`config.mk`:
```
export PLATFORM = sky130hd
export DESIGN_NAME = lmfe_frontend
export DESIGN_NICKNAME = d
export VERILOG_FILES = /design/src/pkg/lmfe_pkg.sv /design/src/design/lmfe_frontend.sv /design/src/design/lmfe_resonator.sv
export SDC_FILE = /design/constraint.sdc
export NUM_CORES = 2
export LEC_CHECK = 0
export BUFFER_PORTS_ARGS = -buffer_cell sky130_fd_sc_hd__clkbuf_2
export CAP_MARGIN = 20
export CORE_AREA = 2 2 352 354
export DETAILED_ROUTE_END_ITERATION = 7
export DIE_AREA = 0 0 354 356
export GPL_TIMING_DRIVEN = 0
export HOLD_SLACK_MARGIN = 0.03
export PLACE_DENSITY = 0.76
export SLEW_MARGIN = 30
export SYNTH_ARGS = -nofsm -noshare
export SYNTH_HDL_FRONTEND = slang
export SYNTH_SLANG_ARGS = --single-unit
```
`constraint.sdc`:
```
create_clock -name aclk -period 19.1 [get_ports aclk]
set_input_delay 3.82 -clock aclk [delete_from_list [all_inputs] [get_ports aclk]]
set_output_delay 3.82 -clock aclk [all_outputs]
set_load 0.05 [all_outputs]
```
`src/pkg/lmfe_pkg.sv`:
```
// Constants, register map and shared arithmetic of the level meter front end
package lmfe_pkg;

   // Datapath and channel count
   localparam int SAMPLE_W = 16;
   localparam int NUM_CH = 4;
   localparam int ADDR_W = 8;

   // Global register byte addresses
   localparam logic [7:0] ADDR_GLOBAL = 8'h00;
   localparam logic [7:0] ADDR_STATUS = 8'h04;
   localparam logic [7:0] ADDR_RAM_C1 = 8'h08;
   localparam logic [7:0] ADDR_RAM_C2 = 8'h0c;

   // Channel register blocks: addr[7:5] = channel + 1, addr[4:2] = index
   localparam logic [2:0] CH_BLOCK_FIRST = 3'h1;
   localparam logic [2:0] CH_BLOCK_LAST = 3'h4;
   localparam logic [2:0] IDX_SOURCE = 3'h0;
   localparam logic [2:0] IDX_SELECT = 3'h1;
   localparam logic [2:0] IDX_GAIN = 3'h2;
   localparam logic [2:0] IDX_COEF_SRC = 3'h3;
   localparam logic [2:0] IDX_OFFSET = 3'h4;

   // Field positions in the source register
   localparam int POS_SOURCE_TYPE = 0;
   localparam int POS_DC_PATH = 1;
   localparam int POS_FILTER_EN = 2;
   localparam int POS_SHAPE = 3;
   // Field positions in the gain register
   localparam int POS_EXTRA_GAIN = 0;
   localparam int POS_RECT_EN = 1;
   // Field positions in the coefficient source register
   localparam int POS_REJECT_SRC = 0;
   localparam int POS_PASS_SRC = 1;

   // Reset values
   localparam logic [3:0] RST_SOURCE = 4'h2;
   localparam logic [3:0] RST_SELECT = 4'h0;
   localparam logic [1:0] RST_GAIN = 2'h0;
   localparam logic [1:0] RST_COEF_SRC = 2'h3;
   localparam logic [15:0] RST_OFFSET = 16'h0000;
   localparam logic [15:0] RST_RAM_COEF = 16'h0000;
   localparam logic [1:0] RST_CHAN = 2'h0;

   // Built-in coefficients, Q14: centre 1014 Hz, quality factor 5
   localparam logic [15:0] ROM_C1 = 16'h52a8;
   localparam logic [15:0] ROM_C2 = 16'h3692;
   localparam logic [16:0] Q14_ONE = 17'h04000;
   localparam int Q14_SHIFT = 14;

   // AXI responses
   localparam logic [1:0] RESP_OKAY = 2'h0;
   localparam logic [1:0] RESP_SLVERR = 2'h2;

   // DC transmit input codes
   typedef enum logic [3:0] {
      LMFE_DC_TIP = 4'h0,
      LMFE_DC_FEED_DIFF = 4'h4,
      LMFE_DC_LINE = 4'h9,
      LMFE_DC_GP3 = 4'ha,
      LMFE_DC_GP4 = 4'hb,
      LMFE_DC_RING_TRIP = 4'hc,
      LMFE_DC_HALF_SUPPLY = 4'hd,
      LMFE_DC_OFFSET = 4'he,
      LMFE_DC_GP_DIFF = 4'hf
   } lmfe_dc_code_t;

   // Clamp a wide signed value into one sample
   function automatic logic signed [15:0] lmfe_sat(
      input logic signed [35:0] v
   );
      if (v > 36'sd32767) begin
         return 16'sh7fff;
      end else if (v < -36'sd32768) begin
         return 16'sh8000;
      end else begin
         return v[15:0];
      end
   endfunction : lmfe_sat

endpackage : lmfe_pkg

```
`src/design/lmfe_frontend.sv`:
```
// Shared line-test level meter front end with AXI4-Lite control
//
// How it works
// - One meter, two-bit field picks channel
// - Source type 1 meters transmit AC signal
// - Source type 0: DC path bit picks rx/tx
// - Code 0000 tip DC sense, reset default
// - Code 0100 feed loop differential output
// - Codes 1001-1011 line, pin three, four
// - Codes 1100,1101,1111 ring-trip, half supply, difference
// - Code 1110 offset, common-mode reference connected
// - AC metering runs beside speech, 8 kHz
// - Filter enable 0 bypasses, 1 inserts on AC source only
// - Shape bit: 0 notch, 1 bandpass
// - Coefficient source bit: 0 RAM, 1 ROM
// - Quality 5, default centre 1014 Hz
// - DC transmit samples arrive at 8 kHz
// - Offset register added to DC transmit samples
// - Gain bit: 0 times one, 1 times sixteen
// - Rectifier bit 1 makes negatives positive
`timescale 1ns/1ns
module lmfe_frontend (
   // Clock and reset
   input wire logic aclk,
   input wire logic aresetn,
   // AXI4-Lite write address
   input wire logic [7:0] s_axi_awaddr,
   input wire logic [2:0] s_axi_awprot,
   input wire logic s_axi_awvalid,
   output logic s_axi_awready,
   // AXI4-Lite write data
   input wire logic [31:0] s_axi_wdata,
   input wire logic [3:0] s_axi_wstrb,
   input wire logic s_axi_wvalid,
   output logic s_axi_wready,
   // AXI4-Lite write response
   output logic [1:0] s_axi_bresp,
   output logic s_axi_bvalid,
   input wire logic s_axi_bready,
   // AXI4-Lite read address
   input wire logic [7:0] s_axi_araddr,
   input wire logic [2:0] s_axi_arprot,
   input wire logic s_axi_arvalid,
   output logic s_axi_arready,
   // AXI4-Lite read data
   output logic [31:0] s_axi_rdata,
   output logic [1:0] s_axi_rresp,
   output logic s_axi_rvalid,
   input wire logic s_axi_rready,
   // 8 kHz sample tick shared by all channel paths
   input wire logic sample_strobe,
   // Per-channel samples, channel n in bits [16n+15:16n]
   input wire logic [63:0] tip_ac_sense,
   input wire logic [63:0] rx_dc_sample,
   input wire logic [63:0] tip_dc_sense,
   input wire logic [63:0] feed_loop_diff_output,
   input wire logic [63:0] line_voltage_sense,
   input wire logic [63:0] gp_pin_three,
   input wire logic [63:0] gp_pin_four,
   input wire logic [63:0] ring_trip_input,
   input wire logic [63:0] half_supply_sense,
   input wire logic [63:0] offset_sense,
   // Metered stream towards the integrator
   output logic meter_valid,
   output logic [15:0] meter_sample,
   // Analog mux steering for the selected channel
   output logic [1:0] meter_channel_select,
   output logic [3:0] dc_input_select,
   output logic common_mode_reference
);

   localparam int N = lmfe_pkg::NUM_CH;

   typedef struct packed {
      logic awready;
      logic wready;
      logic bvalid;
      logic [1:0] bresp;
      logic arready;
      logic rvalid;
      logic [1:0] rresp;
      logic [31:0] rdata;
      logic aw_have;
      logic w_have;
      logic [7:0] awaddr;
      logic [31:0] wdata;
      logic [3:0] wstrb;
      logic [1:0] chan;
      logic [15:0] ram_c1;
      logic [15:0] ram_c2;
      logic [N-1:0][3:0] source;
      logic [N-1:0][3:0] select;
      logic [N-1:0][1:0] gain;
      logic [N-1:0][1:0] csrc;
      logic [N-1:0][15:0] offset;
      logic s1_valid;
      logic [15:0] s1_data;
      logic s1_filt;
      logic s1_shape;
      logic s1_rom;
      logic s1_gain;
      logic s1_rect;
      logic s2_gain;
      logic s2_rect;
      logic out_valid;
      logic [15:0] out_data;
      logic [3:0] dc_code;
      logic cm_ref;
   } lmfe_state_t;

   lmfe_state_t s_q, s_d;

   logic f_valid;
   logic signed [15:0] f_data;
   logic signed [15:0] c1_sel;
   logic signed [15:0] c2_sel;

   // Merge byte lanes of a write into a register word
   function automatic logic [15:0] lmfe_merge(
      input logic [15:0] old,
      input logic [31:0] data,
      input logic [3:0] strb
   );
      logic [15:0] r;
      r = old;
      if (strb[0]) begin
         r[7:0] = data[7:0];
      end
      if (strb[1]) begin
         r[15:8] = data[15:8];
      end
      return r;
   endfunction : lmfe_merge

   // True when an address hits a channel block
   function automatic logic lmfe_is_chan(input logic [7:0] a);
      return a[7:5] >= lmfe_pkg::CH_BLOCK_FIRST &&
         a[7:5] <= lmfe_pkg::CH_BLOCK_LAST &&
         a[4:2] <= lmfe_pkg::IDX_OFFSET && a[1:0] == 2'h0;
   endfunction : lmfe_is_chan

   // Channel slot of an address inside the channel blocks
   function automatic logic [1:0] lmfe_slot(input logic [7:0] a);
      return 2'(a[7:5] - lmfe_pkg::CH_BLOCK_FIRST);
   endfunction : lmfe_slot

   // One signed sample of a flattened per-channel bus
   function automatic logic signed [15:0] lmfe_pick(
      input logic [63:0] bus,
      input logic [1:0] ch
   );
      return bus[16 * ch +: 16];
   endfunction : lmfe_pick

   // Read decode; unmapped answers zero
   function automatic logic [31:0] lmfe_read(
      input lmfe_state_t s,
      input logic [7:0] a
   );
      logic [1:0] c;
      c = lmfe_slot(a);
      lmfe_read = 32'h0000_0000;
      if (a == lmfe_pkg::ADDR_GLOBAL) begin
         lmfe_read = {30'h0, s.chan};
      end else if (a == lmfe_pkg::ADDR_STATUS) begin
         lmfe_read = {16'h0000, s.out_data};
      end else if (a == lmfe_pkg::ADDR_RAM_C1) begin
         lmfe_read = {16'h0000, s.ram_c1};
      end else if (a == lmfe_pkg::ADDR_RAM_C2) begin
         lmfe_read = {16'h0000, s.ram_c2};
      end else if (lmfe_is_chan(a)) begin
         case (a[4:2])
            lmfe_pkg::IDX_SOURCE: lmfe_read = {28'h0, s.source[c]};
            lmfe_pkg::IDX_SELECT: lmfe_read = {28'h0, s.select[c]};
            lmfe_pkg::IDX_GAIN: lmfe_read = {30'h0, s.gain[c]};
            lmfe_pkg::IDX_COEF_SRC: lmfe_read = {30'h0, s.csrc[c]};
            default: lmfe_read = {16'h0000, s.offset[c]};
         endcase
      end
   endfunction : lmfe_read

   // Register bus, sample capture and output stage
   always_comb begin
      logic [1:0] wc;
      logic [1:0] ch;
      logic [3:0] src;
      logic signed [15:0] raw;
      logic signed [15:0] dc;
      logic signed [15:0] g;
      logic [3:0] code;
      logic ok;
      wc = lmfe_slot(s_q.awaddr);
      ch = s_q.chan;
      src = s_q.source[ch];
      code = s_q.select[ch];
      raw = '0;
      dc = '0;
      g = '0;
      ok = 1'b0;
      s_d = s_q;

      // Address and data are taken in either order, then answered together
      if (s_axi_awvalid && s_q.awready) begin
         s_d.aw_have = 1'b1;
         s_d.awaddr = s_axi_awaddr;
      end
      if (s_axi_wvalid && s_q.wready) begin
         s_d.w_have = 1'b1;
         s_d.wdata = s_axi_wdata;
         s_d.wstrb = s_axi_wstrb;
      end
      if (s_q.bvalid && s_axi_bready) begin
         s_d.bvalid = 1'b0;
      end
      if (s_q.aw_have && s_q.w_have && !s_q.bvalid) begin
         s_d.aw_have = 1'b0;
         s_d.w_have = 1'b0;
         s_d.bvalid = 1'b1;
         ok = 1'b1;
         if (s_q.awaddr == lmfe_pkg::ADDR_GLOBAL) begin
            if (s_q.wstrb[0]) begin
               s_d.chan = s_q.wdata[1:0];
            end
         end else if (s_q.awaddr == lmfe_pkg::ADDR_RAM_C1) begin
            s_d.ram_c1 = lmfe_merge(s_q.ram_c1, s_q.wdata, s_q.wstrb);
         end else if (s_q.awaddr == lmfe_pkg::ADDR_RAM_C2) begin
            s_d.ram_c2 = lmfe_merge(s_q.ram_c2, s_q.wdata, s_q.wstrb);
         end else if (lmfe_is_chan(s_q.awaddr) && s_q.wstrb[0]) begin
            case (s_q.awaddr[4:2])
               lmfe_pkg::IDX_SOURCE: s_d.source[wc] = s_q.wdata[3:0];
               lmfe_pkg::IDX_SELECT: s_d.select[wc] = s_q.wdata[3:0];
               lmfe_pkg::IDX_GAIN: s_d.gain[wc] = s_q.wdata[1:0];
               lmfe_pkg::IDX_COEF_SRC: s_d.csrc[wc] = s_q.wdata[1:0];
               default: s_d.offset[wc] = lmfe_merge(s_q.offset[wc],
                  s_q.wdata, s_q.wstrb);
            endcase
         end else if (lmfe_is_chan(s_q.awaddr)) begin
            if (s_q.awaddr[4:2] == lmfe_pkg::IDX_OFFSET) begin
               s_d.offset[wc] = lmfe_merge(s_q.offset[wc], s_q.wdata,
                  s_q.wstrb);
            end
         end else if (s_q.awaddr != lmfe_pkg::ADDR_STATUS) begin
            ok = 1'b0;
         end
         s_d.bresp = ok ? lmfe_pkg::RESP_OKAY : lmfe_pkg::RESP_SLVERR;
      end
      // Ready drops while a half of a write waits or the answer is pending
      s_d.awready = !s_d.aw_have && !s_d.bvalid;
      s_d.wready = !s_d.w_have && !s_d.bvalid;

      // Reads: one outstanding, answered the cycle after the address
      if (s_q.rvalid && s_axi_rready) begin
         s_d.rvalid = 1'b0;
      end
      if (s_axi_arvalid && s_q.arready) begin
         s_d.rvalid = 1'b1;
         s_d.rdata = lmfe_read(s_q, s_axi_araddr);
         ok = s_axi_araddr == lmfe_pkg::ADDR_GLOBAL ||
            s_axi_araddr == lmfe_pkg::ADDR_STATUS ||
            s_axi_araddr == lmfe_pkg::ADDR_RAM_C1 ||
            s_axi_araddr == lmfe_pkg::ADDR_RAM_C2 ||
            lmfe_is_chan(s_axi_araddr);
         s_d.rresp = ok ? lmfe_pkg::RESP_OKAY : lmfe_pkg::RESP_SLVERR;
      end
      s_d.arready = !s_d.rvalid;

      // DC transmit mux; unlisted codes give zero, so only the offset trim is metered
      case (code)
         lmfe_pkg::LMFE_DC_TIP: dc = lmfe_pick(tip_dc_sense, ch);
         lmfe_pkg::LMFE_DC_FEED_DIFF:
            dc = lmfe_pick(feed_loop_diff_output, ch);
         lmfe_pkg::LMFE_DC_LINE:
            dc = lmfe_pick(line_voltage_sense, ch);
         lmfe_pkg::LMFE_DC_GP3: dc = lmfe_pick(gp_pin_three, ch);
         lmfe_pkg::LMFE_DC_GP4: dc = lmfe_pick(gp_pin_four, ch);
         lmfe_pkg::LMFE_DC_RING_TRIP:
            dc = lmfe_pick(ring_trip_input, ch);
         lmfe_pkg::LMFE_DC_HALF_SUPPLY:
            dc = lmfe_pick(half_supply_sense, ch);
         lmfe_pkg::LMFE_DC_OFFSET: dc = lmfe_pick(offset_sense, ch);
         lmfe_pkg::LMFE_DC_GP_DIFF: dc = lmfe_pkg::lmfe_sat(
            36'(lmfe_pick(gp_pin_four, ch)) -
            36'(lmfe_pick(gp_pin_three, ch)));
         default: dc = '0;
      endcase

      // Source choice; AC ignores the DC path bit and input code
      if (src[lmfe_pkg::POS_SOURCE_TYPE]) begin
         raw = lmfe_pick(tip_ac_sense, ch);
      end else if (!src[lmfe_pkg::POS_DC_PATH]) begin
         raw = lmfe_pick(rx_dc_sample, ch);
      end else begin
         // Offset trim cancels the converter's own error
         raw = lmfe_pkg::lmfe_sat(36'(dc) +
            36'($signed(s_q.offset[ch])));
      end

      // Settings are sampled only on the tick, so writes land next sample
      s_d.s1_valid = sample_strobe;
      if (sample_strobe) begin
         s_d.s1_data = raw;
         s_d.s1_filt = src[lmfe_pkg::POS_SOURCE_TYPE] &
            src[lmfe_pkg::POS_FILTER_EN];
         s_d.s1_shape = src[lmfe_pkg::POS_SHAPE];
         s_d.s1_rom = src[lmfe_pkg::POS_SHAPE] ?
            s_q.csrc[ch][lmfe_pkg::POS_PASS_SRC] :
            s_q.csrc[ch][lmfe_pkg::POS_REJECT_SRC];
         s_d.s1_gain = s_q.gain[ch][lmfe_pkg::POS_EXTRA_GAIN];
         s_d.s1_rect = s_q.gain[ch][lmfe_pkg::POS_RECT_EN];
      end
      if (s_q.s1_valid) begin
         s_d.s2_gain = s_q.s1_gain;
         s_d.s2_rect = s_q.s1_rect;
      end

      // Gain then rectifier; both saturate rather than wrap
      s_d.out_valid = f_valid;
      if (f_valid) begin
         g = s_q.s2_gain ? lmfe_pkg::lmfe_sat(36'(f_data) <<< 4) :
            f_data;
         if (s_q.s2_rect && g[15]) begin
            s_d.out_data = lmfe_pkg::lmfe_sat(-36'(g));
         end else begin
            s_d.out_data = g;
         end
      end

      // Analog steering follows the selected channel's settings
      s_d.dc_code = code;
      s_d.cm_ref = !src[lmfe_pkg::POS_SOURCE_TYPE] &&
         src[lmfe_pkg::POS_DC_PATH] &&
         code == lmfe_pkg::LMFE_DC_OFFSET;
   end

   // Coefficients: ROM holds the default centre, RAM is user-loaded
   always_comb begin
      c1_sel = s_q.s1_rom ? lmfe_pkg::ROM_C1 : s_q.ram_c1;
      c2_sel = s_q.s1_rom ? lmfe_pkg::ROM_C2 : s_q.ram_c2;
   end

   lmfe_resonator u_resonator (
      .aclk(aclk),
      .aresetn(aresetn),
      .in_valid(s_q.s1_valid),
      .in_sample(s_q.s1_data),
      .filt_en(s_q.s1_filt),
      .shape_pass(s_q.s1_shape),
      .c1(c1_sel),
      .c2(c2_sel),
      .out_valid(f_valid),
      .out_sample(f_data)
   );

   // State register with reset defaults
   always_ff @(posedge aclk) begin
      if (!aresetn) begin
         s_q <= '0;
         s_q.awready <= 1'b1;
         s_q.wready <= 1'b1;
         s_q.arready <= 1'b1;
         s_q.chan <= lmfe_pkg::RST_CHAN;
         s_q.ram_c1 <= lmfe_pkg::RST_RAM_COEF;
         s_q.ram_c2 <= lmfe_pkg::RST_RAM_COEF;
         s_q.source <= {N{lmfe_pkg::RST_SOURCE}};
         s_q.select <= {N{lmfe_pkg::RST_SELECT}};
         s_q.gain <= {N{lmfe_pkg::RST_GAIN}};
         s_q.csrc <= {N{lmfe_pkg::RST_COEF_SRC}};
         s_q.offset <= {N{lmfe_pkg::RST_OFFSET}};
      end else begin
         s_q <= s_d;
      end
   end

   // Outputs straight from the state register
   assign s_axi_awready = s_q.awready;
   assign s_axi_wready = s_q.wready;
   assign s_axi_bvalid = s_q.bvalid;
   assign s_axi_bresp = s_q.bresp;
   assign s_axi_arready = s_q.arready;
   assign s_axi_rvalid = s_q.rvalid;
   assign s_axi_rresp = s_q.rresp;
   assign s_axi_rdata = s_q.rdata;
   assign meter_valid = s_q.out_valid;
   assign meter_sample = s_q.out_data;
   assign meter_channel_select = s_q.chan;
   assign dc_input_select = s_q.dc_code;
   assign common_mode_reference = s_q.cm_ref;

endmodule : lmfe_frontend

```
`src/design/lmfe_resonator.sv`:
```
// Second-order notch or bandpass stage with fixed quality factor
`timescale 1ns/1ns
module lmfe_resonator (
   // Clock and reset
   input wire logic aclk,
   input wire logic aresetn,
   // Sample in
   input wire logic in_valid,
   input wire logic signed [15:0] in_sample,
   // Settings captured with the sample
   input wire logic filt_en,
   input wire logic shape_pass,
   input wire logic signed [15:0] c1,
   input wire logic signed [15:0] c2,
   // Sample out
   output logic out_valid,
   output logic signed [15:0] out_sample
);

   typedef struct packed {
      logic signed [15:0] x1;
      logic signed [15:0] x2;
      logic signed [15:0] y1;
      logic signed [15:0] y2;
      logic valid;
      logic signed [15:0] out;
   } lmfe_res_state_t;

   lmfe_res_state_t s_q, s_d;

   logic signed [16:0] diff;
   logic signed [16:0] gain_q14;
   logic signed [35:0] acc;
   logic signed [15:0] pass_y;
   logic signed [15:0] reject_y;

   // Bandpass core; notch is input minus bandpass, so both share one state
   always_comb begin
      diff = 17'(in_sample) - 17'(s_q.x2);
      gain_q14 = (lmfe_pkg::Q14_ONE - 17'(c2)) >>> 1;
      // Widen before multiplying so the products keep every bit
      acc = 36'(gain_q14) * 36'(diff) + 36'(c1) * 36'(s_q.y1) -
         36'(c2) * 36'(s_q.y2);
      pass_y = lmfe_pkg::lmfe_sat(acc >>> lmfe_pkg::Q14_SHIFT);
      reject_y = lmfe_pkg::lmfe_sat(36'(in_sample) - 36'(pass_y));
      s_d = s_q;
      s_d.valid = in_valid;
      if (in_valid) begin
         if (filt_en) begin
            s_d.x1 = in_sample;
            s_d.x2 = s_q.x1;
            s_d.y1 = pass_y;
            s_d.y2 = s_q.y1;
            s_d.out = shape_pass ? pass_y : reject_y;
         end else begin
            // Bypass also flushes history so a later enable starts clean
            s_d.x1 = '0;
            s_d.x2 = '0;
            s_d.y1 = '0;
            s_d.y2 = '0;
            s_d.out = in_sample;
         end
      end
   end

   // State register
   always_ff @(posedge aclk) begin
      if (!aresetn) begin
         s_q <= '0;
      end else begin
         s_q <= s_d;
      end
   end

   assign out_valid = s_q.valid;
   assign out_sample = s_q.out;

endmodule : lmfe_resonator

```
== After elaboration in Yosys (flattened, before gate mapping) ==
Index checks and enable logic that the tools add are counted.
Operators by class
  $add $sub $neg: 10
  multipliers: 3
  divide/modulo/power cells: 0
  $lt $le $gt $ge: 22
  equal/unequal tests: 22
  shift-type cells: 10
  multiplexer cells: 112
  bitwise gates (word level): 4
  reduce and logical (&&, ||, !) cells: 50
Operators with widths (count)
  $shiftx A64 B7 Y16: 10
  $mux W16: 30
  $mux W64: 5
  $mux W8: 28
  $pmux W16 S9: 1
  $bwmux W64: 2
  $bmux W16 S2: 3
  $gt A36 B16 Y1 const B: 2
  $lt A36 B16 Y1 const B: 2
  $mul A16 B16 Y32: 2
  $pmux W16 S4: 1
  $sub A16 B16 Y17: 3
  $add A36 B36 Y36: 1
  $neg A16 Y36: 1
  $sub A36 B32 Y36: 1
  $mux W35: 1
  $gt A17 B16 Y1 const B: 2
  $lt A17 B16 Y1 const B: 2
  $mul A17 B17 Y34: 1
  $bmux W4 S2: 4
  $bwmux W16: 2
  $demux W16 S2: 1
  $eq A8 B4 Y1 const B: 4
  $eq A4 B4 Y1 const B: 7
  other kinds (42): 117
Storage, ports and cells
  register bits: 342
  latch bits: 0
  RAM bits: 0
  ROM bits: 0
  input bits: 706
  output and inout bits: 65
  logic and storage cells: 290
  memories: 0

== Depth between registers and ports, before layout ==
  depth after elaboration: 15
  depth in mapped cells: 77
  gate-level depth less buffers: 72

== Hierarchy ==
From an unflattened synthesis, not the netlist that was laid out.
Second synthesis, totals
  cells, all modules: 6228
  area total of the unflattened synthesis: 55366.9 sq um
Modules (own cells, without submodules)
  lmfe_resonator: times used 1, cells each 3975, area each 35779.3 sq um
  lmfe_frontend: times used 1, cells each 2253, area each 19587.5 sq um

== Worst setup path before layout ==
No wires, ideal clock.
  kind: register to register
  from: register s_q[26] (netlist name)
  to: register u_resonator.s_q, in the netlist u_resonator.out_sample[11]
  arrival: 15.931 ns
  path slack: 3.049 ns
  stages on the path, launching flop included: 71
  cells stage by stage: dfxtp_1 > clkbuf_1 > clkbuf_1 > clkbuf_1 > nor2b_1 > clkbuf_1 > inv_1 > ha_1 > nor3b_1 > nand4_1 > or3_1 > or3_1 > clkbuf_1 > xnor2_1 > clkbuf_1 > nand2_1 > fa_1 > inv_1 > (+35 left out) > a21oi_1 > ha_1 > a21o_1 > a21o_1 > a21oi_1 > o21bai_1 > a21oi_1 > nor2b_1 > o21ai_0 > nand2b_1 > nor2_1 > o311ai_1 > and3_4 > buf_6 > or2_1 > buf_6 > a2111o_1 > nor2b_4
Between the ends
  cells in the longest elaborated chain, start to end: 14
Ends and longest elaborated chain
  from (decl): RTL line lmfe_frontend.sv:111  | lmfe_state_t s_q, s_d;
  $mux W16: RTL line lmfe_frontend.sv:338  | c2_sel = s_q.s1_rom ? lmfe_pkg::ROM_C2 : s_q.ram_c2;
  $sub A16 B16 Y17: RTL line lmfe_resonator.sv:40  | gain_q14 = (lmfe_pkg::Q14_ONE - 17'(c2)) >>> 1;
  $mul A17 B17 Y34: RTL line lmfe_resonator.sv:42  | acc = 36'(gain_q14) * 36'(diff) + 36'(c1) * 36'(s_q.y1) -
  $add A36 B36 Y36: RTL line lmfe_resonator.sv:42
  $sub A36 B32 Y36 *: RTL line lmfe_resonator.sv:42
  $lt A22 B16 Y1: RTL line lmfe_pkg.sv:74  | end else if (v < -36'sd32768) begin
  $mux W16: RTL line lmfe_pkg.sv:74
  $mux W16 *: RTL line lmfe_pkg.sv:72  | if (v > 36'sd32767) begin
  $sub A16 B16 Y17: RTL line lmfe_resonator.sv:45  | reject_y = lmfe_pkg::lmfe_sat(36'(in_sample) - 36'(pass_y));
  $lt A36 B16 Y1: RTL line lmfe_pkg.sv:74
  $mux W16: RTL line lmfe_pkg.sv:74
  $mux W16: RTL line lmfe_pkg.sv:72
  $mux W16 *: RTL line lmfe_resonator.sv:54  | s_d.out = shape_pass ? pass_y : reject_y;
  $mux W16 *: RTL line lmfe_resonator.sv:49  | if (filt_en) begin
  to (signal assigned): RTL line lmfe_resonator.sv:69  | s_q <= '0;
  to (signal assigned): RTL line lmfe_resonator.sv:71  | s_q <= s_d;
  to (decl): RTL line lmfe_resonator.sv:29  | lmfe_res_state_t s_q, s_d;
Every way passes the cells marked *; elsewhere a longest branch is shown, timed or not.
A chain may end at the register's enable or synchronous reset.

== Worst setup path after layout ==
Same ends and word-level chain as after synthesis.

==> impl_results.md <==
* Vias in the first global route at 50900
* Max Transition Viols Final at 0
* Number of antenna violations at the first check in global routing at 56
* Number of flops mapped to enable cells by yosys at 0
* Maximum number of pins on one net before global-route repair at 15
* TritonCTS clock tree: built
* Most frequent cell on the critical path: sky130_fd_sc_hd__fa_1
* Cell at the root of the clock tree: sky130_fd_sc_hd__clkbuf_16
* Kind of critical path: reg2reg
* P&R area growth vs syn at 14.1%
* Number of I/O port buffers at 725
* Clk Latency, worst-skew pair at 0.63 ns
* Count of different cell masters after synthesis at 100
* Type of element launching the critical path: register
* Die outline width at 354 µm
* Number of sinks on the clock net at 324
* Path category of the worst min-delay check: reg2reg
* CP startpoint: s_q[26]
* Number of routed nets with antenna violations at 0
* Startpoint of the most critical hold path: u_resonator.s_q[65]
* Unrepaired setup endpoints after global routing: no
* Detail-routed net length per standard cell at 30.6 µm
* Maximum number of buffers from clock root to sink at 3
* Starting density of the core at 44.6%
* Area enclosed by the die boundary at 0.126 mm²
* Number of optimization iterations in the first detailed-route pass at 8
* # IOs at 771
* Post-synthesis average cell area at 9.02 µm²
* Max-cap violations at 0
* Setup clock skew after layout at 0.0553 ns
* Required time of the worst setup path at 19.58 ns
* DRC viols at 1
* Total routed wirelength at 262000 µm
* Crit path DAT at 18.75 ns
* Count of endpoints failing setup in the final report at 0
* Number of hold buffers added after CTS at 0
* Pin slew with the least headroom to its limit at 1.21 ns
* Outcome: finished, violations left
* Share of final-layout standard cells stronger than drive strength 1 at 17.3%
* Placed insts at 8447
* Post-synth top area share at 30.3%
* Commonest register cell after synthesis: sky130_fd_sc_hd__dfxtp_1
* Final hold violation count at 0
* Clock buffer count from CTS at 40
* DRC marker count from the first detailed-route iteration at 5553
* Critical path peak fanout at 10
* Category of the worst setup path capture point: register
* Slowest cell delay on critical path at 0.84 ns
* Netlist area before placement at 0.0547 mm²
* Deepest level of the CTS H-tree at 2
* Placed wire-length estimate after detailed placement at 224000 µm
* Max-slew headroom at the worst pin at 19.6%
* Critical path buffer and inverter count at 19
* Share of the clock period used by the worst path after layout at 95.7%
* Number of vias per cell after detailed routing at 5.94
* Fmax achieved at 0.0547 GHz
* Cell taking the most area after synthesis: sky130_fd_sc_hd__fa_1
* Post-synthesis register bit count at 324
* Gate family responsible for the most delay along the worst path: adder cells
* Number of non-filler instances in the completed layout at 8566
* Post-synthesis sequential area ratio at 11.9%
* Min Clock Period, post-route at 18.27 ns
* Top cells by area in the synthesized netlist: sky130_fd_sc_hd__fa_1 30%, sky130_fd_sc_hd__dfxtp_1 12%, sky130_fd_sc_hd__ha_1 8.5%, sky130_fd_sc_hd__inv_1 6.6%, sky130_fd_sc_hd__mux4_2 6.3%
* Via count at 50900
* Most common library cell in the layout ignoring fill and taps: sky130_fd_sc_hd__inv_1
* Violations in the final reports: design-rule violations
* Overflow after GRT at 0
* Total Nets Final at 8763
* Final weighted congestion of routability-driven global placement at 1.06
* Slowest library cell on the worst path: sky130_fd_sc_hd__a21oi_1
* Overall die height at 356 µm
* Critical register-to-register path startpoint: s_q[26]
* Fraction of registers with async set or reset after synthesis at 0%
* Floorplan Core Area at 0.123 mm²
* Global routing usage summed across all routing layers at 41.2%
* Placement Rows at 129
* Number of cells produced by synthesis at 6058
* Clock edge transition at the registers on the reported setup and hold paths at 0.06 ns
* Total of warnings raised by yosys at 0
* First-pass GRT wire length at 368000 µm
* Commonest cells after routing, fill and taps aside: 959 x sky130_fd_sc_hd__inv_1, 827 x sky130_fd_sc_hd__fa_1, 760 x sky130_fd_sc_hd__nand2_1
cell type report:
cell class,instances,area [µm²]
timing repair buffer,741,3750
antenna,41,103
tap,1637,2050
inverter,960,3600
fill,11600,60300
clock inverter,26,388
buffer,406,1840
clock buffer,46,1060
multi-input combinational,4385,43100
sequential,324,6490
timing repair:
action	CTS	global route
resized for setup	14	39
pin swaps	0	4
endpoints found under the setup margin	16	16
setup buffers	0	6
stage by stage:
step | hold WS (ns) | area (µm²) | setup WS, ns | util [%] | TNS (ns)
2_1_floorplan | 0.425 | 54700 | 3.05 | - | 0
3_5_place_dp | 0.445 | 60600 | -1.24 | 49.4 | -17.68
6_report | 0.455 | 62400 | 0.827 | 50.8 | 0
3_3_place_gp | 0.438 | 60400 | -1.12 | 49.2 | -15.82
5_1_grt | 0.472 | 62300 | 0.0188 | 50.8 | 0
4_1_cts | 0.458 | 62100 | 0.0984 | 50.6 | 0
worst min-delay path: stages (launching register included):
cell                      delay, ns
sky130_fd_sc_hd__dfxtp_1       0.33
sky130_fd_sc_hd__nand2_1       0.05
sky130_fd_sc_hd__o21ai_0       0.05
cells by family after synthesis:
group           count (synthesis)  share of synthesized area (%)
compound gates               1001                           13.5
xor+xnor                      143                           2.35
fa+ha+maj                    1203                           38.9
buf+inv                      1366                           9.85
flops                         324                           11.9
mux                           272                           8.50
other cells                     1                        0.00686
simple gates                 1748                           15.1
synth_stat cells (41+ instances only):
cell type,instances
sky130_fd_sc_hd__fa_1,827
sky130_fd_sc_hd__a22o_1,51
sky130_fd_sc_hd__dfxtp_1,324
sky130_fd_sc_hd__a21oi_1,176
sky130_fd_sc_hd__a221oi_1,71
sky130_fd_sc_hd__a21boi_0,75
sky130_fd_sc_hd__xnor2_1,104
sky130_fd_sc_hd__and2_1,269
sky130_fd_sc_hd__a222oi_1,67
sky130_fd_sc_hd__nand2_1,761
sky130_fd_sc_hd__ha_1,372
sky130_fd_sc_hd__nand3_1,91
sky130_fd_sc_hd__a22oi_1,63
sky130_fd_sc_hd__clkbuf_1,299
sky130_fd_sc_hd__nor2_1,274
sky130_fd_sc_hd__o21ai_0,151
sky130_fd_sc_hd__mux4_2,152
sky130_fd_sc_hd__inv_1,959
sky130_fd_sc_hd__mux2i_1,104
sky130_fd_sc_hd__nor2b_1,127
sky130_fd_sc_hd__o211a_1,78
sky130_fd_sc_hd__nor3_1,57
sky130_fd_sc_hd__buf_1,41
sky130_fd_sc_hd__buf_4,59
flip-flops by register name, summed over array words and instances, names as in the netlist:
| signal | count |
|---|---|
| s_axi_rresp | 1 |
| u_resonator.out_sample | 16 |
| s_axi_bresp | 1 |
| s_axi_rvalid | 1 |
| common_mode_reference | 1 |
| meter_sample | 16 |
| s_q | 196 |
| s_axi_bvalid | 1 |
| dc_input_select | 4 |
| u_resonator.out_valid | 1 |
| s_axi_awready | 1 |
| meter_valid | 1 |
| u_resonator.s_q | 64 |
| meter_channel_select | 2 |
| s_axi_wready | 1 |
| s_axi_arready | 1 |
| s_axi_rdata | 16 |
routing by layer:
metal / vias up / global-route usage [%] / part of all wire (%)
li1: 21600 / - / -
met1: 25500 / 51.1 / 38
met2: 2988 / 61.9 / 43
met3: 774 / 8.81 / 9.1
met4: 18 / 33.9 / 10
met5: - / 0 / 0.044
final timing paths:
check,slack [ns],end,cells past startpoint
worst max-delay path,0.83,u_resonator.out_sample[11],65
worst min-delay path,0.46,u_resonator.s_q[65],2
worst max register to register,0.83,u_resonator.out_sample[11],65
worst min register to register,0.46,u_resonator.s_q[65],2
Power is left out: the tool's default activity adds up to more than one toggle a clock period on the data nets, which glitch-free logic cannot reach.
